$ cat config.mk
export PLATFORM = sky130hd
export DESIGN_NAME = cma_top
export DESIGN_NICKNAME = d
export VERILOG_FILES = /design/src/verilog/cma_pkg.sv /design/src/verilog/cma_top.sv
export VERILOG_INCLUDE_DIRS = /design/src /design/src/verilog
export SDC_FILE = /design/constraint.sdc
export NUM_CORES = 1
export LEC_CHECK = 0
export ABC_AREA = 1
export BUFFER_PORTS_ARGS = -buffer_cell sky130_fd_sc_hd__buf_4
export CELL_PAD_IN_SITES_DETAIL_PLACEMENT = 1
export CELL_PAD_IN_SITES_GLOBAL_PLACEMENT = 1
export CORE_UTILIZATION = 36
export DETAILED_ROUTE_END_ITERATION = 10
export PLACE_DENSITY = 0.87
export SLEW_MARGIN = 20
export SYNTH_ARGS = -nofsm -noshare
export SYNTH_HDL_FRONTEND = slang
export SYNTH_SLANG_ARGS = --single-unit
$ cat constraint.sdc
create_clock -name clk_i -period 5.03 [get_ports clk_i]
set_input_delay 1.2575 -clock clk_i [delete_from_list [all_inputs] [get_ports clk_i]]
set_output_delay 1.2575 -clock clk_i [all_outputs]
set_load 0.05 [all_outputs]
$ cat src/verilog/cma_cfg.svh
// register offsets, field positions and reset values of the arbitration block
`ifndef CMA_CFG_SVH
`define CMA_CFG_SVH
`define CMA_ADDR_W 8
`define CMA_OFS_IF1_ARB_HIGH 8'h34
`define CMA_OFS_IF2_ARB_HIGH 8'h94
`define CMA_OFS_IF1_CTRL 8'h3C
`define CMA_OFS_IF2_CTRL 8'h9C
`define CMA_ARB_HIGH_RESET 16'h0000
`define CMA_CTRL_RESET 2'h0
`define CMA_BIT_OBJECT_VALID 15
`define CMA_BIT_EXTENDED 14
`define CMA_BIT_DIRECTION 13
`define CMA_ID_HIGH_MSB 12
`define CMA_BIT_REMOTE_ANSWER_ENABLE 0
`define CMA_BIT_TRANSMIT_REQUEST 1
`define CMA_STD_ID_LSB 18
`endif

$ cat src/verilog/cma_pkg.sv
// types shared by the arbitration block
package cma_pkg;
	typedef logic [28:0] cma_ident_t;
	typedef logic [15:0] cma_arb_high_t;
	typedef enum logic {
		CMA_TX_IDLE,
		CMA_TX_BUSY
	} cma_tx_state_t;
endpackage : cma_pkg

$ cat src/verilog/cma_top.sv
// arbitration-high registers of two interface sets and their message handling
//
// Function
// - object valid bit 15 set: handler processes object; clear: object ignored.
// - extended select bit 14 picks 29-bit identifier, else 11-bit identifier.
// - transmit direction with transmit request sends a data frame.
// - matching remote frame sets transmit request of transmit object if answer enabled.
// - receive direction with transmit request sends a remote frame.
// - matching data frame is stored into a receive-direction object.
// - bits 12..0 hold identifier bits 28..16; standard frames use 28..18.
// - bits 31..16 read as zero; software writes zero there.
// - standard objects store and filter only identifier bits 28..18.
`timescale 1ns/1ps
`include "cma_cfg.svh"

module cma_top (
	input wire logic clk_i,
	input wire logic reset_i,
	input wire logic [`CMA_ADDR_W-1:0] addr_i,
	input wire logic [31:0] wr_data_i,
	input wire logic wr_i,
	input wire logic rd_i,
	output logic [31:0] rd_data_o,
	input wire logic [15:0] if1_id_low_i,
	input wire logic [15:0] if2_id_low_i,
	input wire logic rx_valid_i,
	input wire logic rx_remote_i,
	input wire logic rx_extended_i,
	input wire cma_pkg::cma_ident_t rx_id_i,
	input wire logic tx_done_i,
	output logic [1:0] object_active_o,
	output logic [1:0] rx_store_o,
	output cma_pkg::cma_ident_t rx_store_id_o,
	output logic tx_start_o,
	output logic tx_remote_o,
	output logic tx_extended_o,
	output cma_pkg::cma_ident_t tx_id_o,
	output logic tx_busy_o
);
	import cma_pkg::*;

	// ------------------------------------------------------------
	// functions
	// ------------------------------------------------------------
	function automatic cma_ident_t full_id(input cma_arb_high_t high, input logic [15:0] low);
		full_id = {high[`CMA_ID_HIGH_MSB:0], low};
	endfunction : full_id

	function automatic logic id_match(input cma_arb_high_t high, input logic [15:0] low,
		input logic ext, input cma_ident_t rid);
		cma_ident_t oid;
		oid = full_id(high, low);
		if (ext != high[`CMA_BIT_EXTENDED])
			id_match = 1'b0;
		else if (ext)
			id_match = (oid == rid);
		else
			id_match = (oid[28:`CMA_STD_ID_LSB] == rid[28:`CMA_STD_ID_LSB]);
	endfunction : id_match

	// ------------------------------------------------------------
	// registers
	// ------------------------------------------------------------
	cma_arb_high_t arb_reg [2];
	logic [1:0] rae_reg;
	logic [1:0] txrq_reg;
	logic [1:0] txrq_next;
	cma_tx_state_t state_reg;
	logic sel_reg;

	wire logic [15:0] id_low [2];
	assign id_low[0] = if1_id_low_i;
	assign id_low[1] = if2_id_low_i;

	wire logic [1:0] hit_arb;
	wire logic [1:0] hit_ctrl;
	assign hit_arb[0] = (addr_i == `CMA_OFS_IF1_ARB_HIGH);
	assign hit_arb[1] = (addr_i == `CMA_OFS_IF2_ARB_HIGH);
	assign hit_ctrl[0] = (addr_i == `CMA_OFS_IF1_CTRL);
	assign hit_ctrl[1] = (addr_i == `CMA_OFS_IF2_CTRL);

	// ------------------------------------------------------------
	// frame matching per set
	// ------------------------------------------------------------
	wire logic [1:0] valid;
	wire logic [1:0] dir_tx;
	wire logic [1:0] match;
	wire logic [1:0] store_hit;
	wire logic [1:0] remote_hit;
	wire logic [1:0] tx_ready;

	for (genvar s = 0; s < 2; s++) begin : g_set
		assign valid[s] = arb_reg[s][`CMA_BIT_OBJECT_VALID];
		assign dir_tx[s] = arb_reg[s][`CMA_BIT_DIRECTION];
		assign match[s] = rx_valid_i && valid[s] && id_match(arb_reg[s], id_low[s], rx_extended_i, rx_id_i);
		assign store_hit[s] = match[s] && !rx_remote_i && !dir_tx[s];
		assign remote_hit[s] = match[s] && rx_remote_i && dir_tx[s] && rae_reg[s];
		assign tx_ready[s] = txrq_reg[s] && valid[s];
	end

	wire logic start_now;
	wire logic start_sel;
	assign start_now = (state_reg == CMA_TX_IDLE) && (tx_ready != 2'h0);
	assign start_sel = !tx_ready[0];

	always_comb begin
		txrq_next = txrq_reg;
		for (int s = 0; s < 2; s++) begin
			if (wr_i && hit_ctrl[s])
				txrq_next[s] = wr_data_i[`CMA_BIT_TRANSMIT_REQUEST];
			if (state_reg == CMA_TX_BUSY && tx_done_i && sel_reg == s[0])
				txrq_next[s] = 1'b0;
			if (remote_hit[s])
				txrq_next[s] = 1'b1;
		end
	end

	// ------------------------------------------------------------
	// register file
	// ------------------------------------------------------------
	always_ff @(posedge clk_i or posedge reset_i) begin
		if (reset_i) begin
			arb_reg[0] <= `CMA_ARB_HIGH_RESET;
			arb_reg[1] <= `CMA_ARB_HIGH_RESET;
			rae_reg <= `CMA_CTRL_RESET;
			txrq_reg <= `CMA_CTRL_RESET;
		end else begin
			for (int s = 0; s < 2; s++) begin
				if (wr_i && hit_arb[s])
					arb_reg[s] <= wr_data_i[15:0];
				if (wr_i && hit_ctrl[s])
					rae_reg[s] <= wr_data_i[`CMA_BIT_REMOTE_ANSWER_ENABLE];
			end
			txrq_reg <= txrq_next;
		end
	end

	wire logic [31:0] rd_mux;
	assign rd_mux = hit_arb[0] ? {16'h0000, arb_reg[0]} :
		hit_arb[1] ? {16'h0000, arb_reg[1]} :
		hit_ctrl[0] ? {30'h00000000, txrq_reg[0], rae_reg[0]} :
		hit_ctrl[1] ? {30'h00000000, txrq_reg[1], rae_reg[1]} : 32'h00000000;

	always_ff @(posedge clk_i or posedge reset_i) begin
		if (reset_i)
			rd_data_o <= 32'h00000000;
		else if (rd_i)
			rd_data_o <= rd_mux;
		else
			rd_data_o <= 32'h00000000;
	end

	// ------------------------------------------------------------
	// receive store and transmit launch
	// ------------------------------------------------------------
	always_ff @(posedge clk_i or posedge reset_i) begin
		if (reset_i) begin
			object_active_o <= 2'h0;
			rx_store_o <= 2'h0;
			rx_store_id_o <= 29'h00000000;
		end else begin
			object_active_o <= valid;
			rx_store_o <= store_hit;
			if (rx_extended_i)
				rx_store_id_o <= rx_id_i;
			else
				rx_store_id_o <= {rx_id_i[28:`CMA_STD_ID_LSB], 18'h00000};
		end
	end

	always_ff @(posedge clk_i or posedge reset_i) begin
		if (reset_i) begin
			state_reg <= CMA_TX_IDLE;
			sel_reg <= 1'b0;
			tx_start_o <= 1'b0;
			tx_remote_o <= 1'b0;
			tx_extended_o <= 1'b0;
			tx_id_o <= 29'h00000000;
			tx_busy_o <= 1'b0;
		end else begin
			tx_start_o <= 1'b0;
			case (state_reg)
				CMA_TX_IDLE: begin
					if (start_now) begin
						state_reg <= CMA_TX_BUSY;
						sel_reg <= start_sel;
						tx_start_o <= 1'b1;
						tx_busy_o <= 1'b1;
						tx_remote_o <= !dir_tx[start_sel];
						tx_extended_o <= arb_reg[start_sel][`CMA_BIT_EXTENDED];
						tx_id_o <= full_id(arb_reg[start_sel], id_low[start_sel]);
					end
				end
				CMA_TX_BUSY: begin
					if (tx_done_i) begin
						state_reg <= CMA_TX_IDLE;
						tx_busy_o <= 1'b0;
					end
				end
				default: state_reg <= CMA_TX_IDLE;
			endcase
		end
	end
endmodule : cma_top

==> flow_metrics.tcl <==
set metrics [dict create \
    status "complete, no violations" \
    critPathRequiredTime_ns 5.31 \
    max_freq_ghz 0.326 \
    drt-wirelength-per-cell_um 16.8 \
    postPlaceCellArea_sq_um 7430 \
    route.antenna.remaining_nets 0 \
    period_share_pct 61.0 \
    synthDistinctLibCells 33 \
    crit_path_max_fanout 55 \
    gp_congestion 0.842 \
    h-tree-depth 4 \
    ctsResizeCount 0 \
    gr-total-overflow 0 \
    grtUsageTotal_pct 23.8 \
    syn-mean-instance-area_sq_um 7.83 \
    drt_first_pass_iters 4 \
    finalHoldViolCount 0 \
    grt_pass1_vias 5771 \
    area_delta_synth_final_pct 33.0 \
    nets 1052 \
    timing.max_cap.violations 0 \
    fp.dieW_um 132 \
    vdd_drop_max_uv 305 \
    slew_headroom_pct 31.8 \
    initial_utilization_pct 36.6 \
    hp-class "flip-flop to flip-flop" \
    core_area_sq_um 16500 \
    worst_clock_skew_ns 0.00788 \
    synth_edf_count 0 \
    crit_path_end_kind "flip-flop" \
    finalSetupViolCount 0 \
    design_area_sq_um 8050 \
    ys_seq_elements 120 \
    pin_count 207 \
    drive_gt1_share_pct 26.5 \
    diodes 0 \
    slew_violations 0 \
    synthArstFlopShare_pct 100 \
    crit_arrival_ns 3.35 \
    worstSkewPairLatency_ns 0.43 \
    drc 0 \
    startpoint_type "flip-flop" \
    dieArea_sq_um 17300 \
    clockBufferDepth 2 \
    power_density_nw_per_um2 438 \
    dieHeight_um 132 \
    final_common_cell "nand2_1" \
    cts_tree "done" \
    postCtsHoldBufs 0 \
    wl_um 19800 \
    leakagePower_nw 4.38 \
    yosys_warnings 0 \
    numCtsBuffers 17 \
    numPortBuffers 174 \
    final.min_clock_period_ns 3.07 \
    ys.flop_type "dfrtp_1" \
    critPathKind "flip-flop to flip-flop" \
    hpwlAfterDp_um 14400 \
    cts_root_buf "clkbuf_16" \
    vias_per_cell 4.75 \
    row_count 47 \
    synthCells 773 \
    synth_area_sq_um 6050 \
    rsz0062_at_grt "no" \
    cts_setup_buffers 0 \
    vias 5586 \
    clkSinkCount 120 \
    final_util_pct 48.7 \
    post_layout_nonfiller_instances 1176 \
    place_inst 1144 \
    finalSetupTns_ns 0 \
    path_clk_slew_ns 0.06 \
    register_area_sq_um 3000 \
    grt_first_pass_wirelength_um 31300 \
    n_fill_cell 2046 \
    largest_reg_flops 32 \
    multi_input_area_sq_um 2370 \
    yosysSeqAreaShare_pct 49.6 \
    tightest_slew_ns 1.02 \
    grt_max_degree 56 \
    layout_common_cells "267 x nand2_1, 176 x buf_4, 120 x dfrtp_1" \
    drt_iter0_drc 272 \
    antenna_found_initial 0 \
]
[final timing paths]
path | from | to | cells past startpoint | slack [ns]
min in group asynchronous | reset_i | tx_id_o[10] | 2 | 0.94
setup reg to reg | arb_reg[31] | tx_id_o[3] | 5 | 1.96
setup / recovery | arb_reg[31] | tx_id_o[3] | 5 | 1.96
hold / removal | tx_id_o[5] | tx_id_o[5] | 2 | 0.50
max in group asynchronous | reset_i | arb_reg[17] | 3 | 3.15
hold reg to reg | tx_id_o[5] | tx_id_o[5] | 2 | 0.50
[critical path, stage by stage (launching register included)]
cell and delay [ns]:
dfrtp_1 0.69, nand2_2 0.72, a21oi_4 0.75, inv_2 0.47
nand2_1 0.17, o21ai_1 0.09
[per-layer routing]
metal	global-route usage (%)	part of all wire (%)	vias to the layer above
li1	-	-	2702
met1	29.7	43	2687
met2	39.9	50	166
met3	5.90	5.1	31
met4	8.27	2.0	0
met5	0	0	-
[kinds of logic (layout without fill, tap and decap cells)]
logic type | after synthesis | count (layout) | share of synthesized area (%)
AOI/OAI and AO/OA | 122 | 122 | 12.6
xor gates and xnor gates | 8 | 8 | 1.16
buffers and inverters | 161 | 329 | 12.2
DFF | 120 | 120 | 49.6
other | 1 | 16 | 0.0619
and+or+nand+nor | 361 | 361 | 24.4
[power breakdown]
group          internal (mW)  switching, mW
combinational          0.300          0.715
clock                  0.840          0.464
sequential              1.11          0.106
[area by class of cell]
cell class,count,area share (%)
multi-input combinational,507,29.4
timing repair buffer,176,16.4
clock inverter,12,2.18
inverter,121,5.73
sequential,120,37.3
tap,220,3.42
clock buffer,20,5.55
[synth_stat cells, types with 3 or more instances]
| master | number | area, sq um |
|---|---|---|
| nand2_1 | 267 | 1000 |
| dfrtp_1 | 120 | 3000 |
| inv_1 | 117 | 439 |
| nor2_1 | 46 | 173 |
| o21ai_0 | 33 | 165 |
| o21ai_1 | 27 | 135 |
| o21ai_2 | 27 | 236 |
| nand3_1 | 26 | 130 |
| a21oi_1 | 16 | 80.1 |
| buf_4 | 16 | 120 |
| a31oi_1 | 9 | 56.3 |
| buf_2 | 8 | 40.0 |
| buf_6 | 8 | 90.1 |
| clkbuf_1 | 8 | 30.0 |
| nand4_1 | 8 | 50.1 |
| or2_2 | 6 | 37.5 |
| xnor2_1 | 4 | 35.0 |
| xor2_1 | 4 | 35.0 |
| nand2_4 | 3 | 33.8 |
[stage by stage]
step | worst slack (ns) | power (mW) | hold WS [ns]
after floorplan | 0.587 | 1.88 | 0.414
after global placement | 2.05 | 2.21 | 0.474
after detailed placement | 1.95 | 2.24 | 0.484
after CTS | 1.92 | 3.55 | 0.498
after global routing | 1.61 | 3.66 | 0.513
final | 1.96 | 3.53 | 0.495
Power figures use the tool's default switching activity.
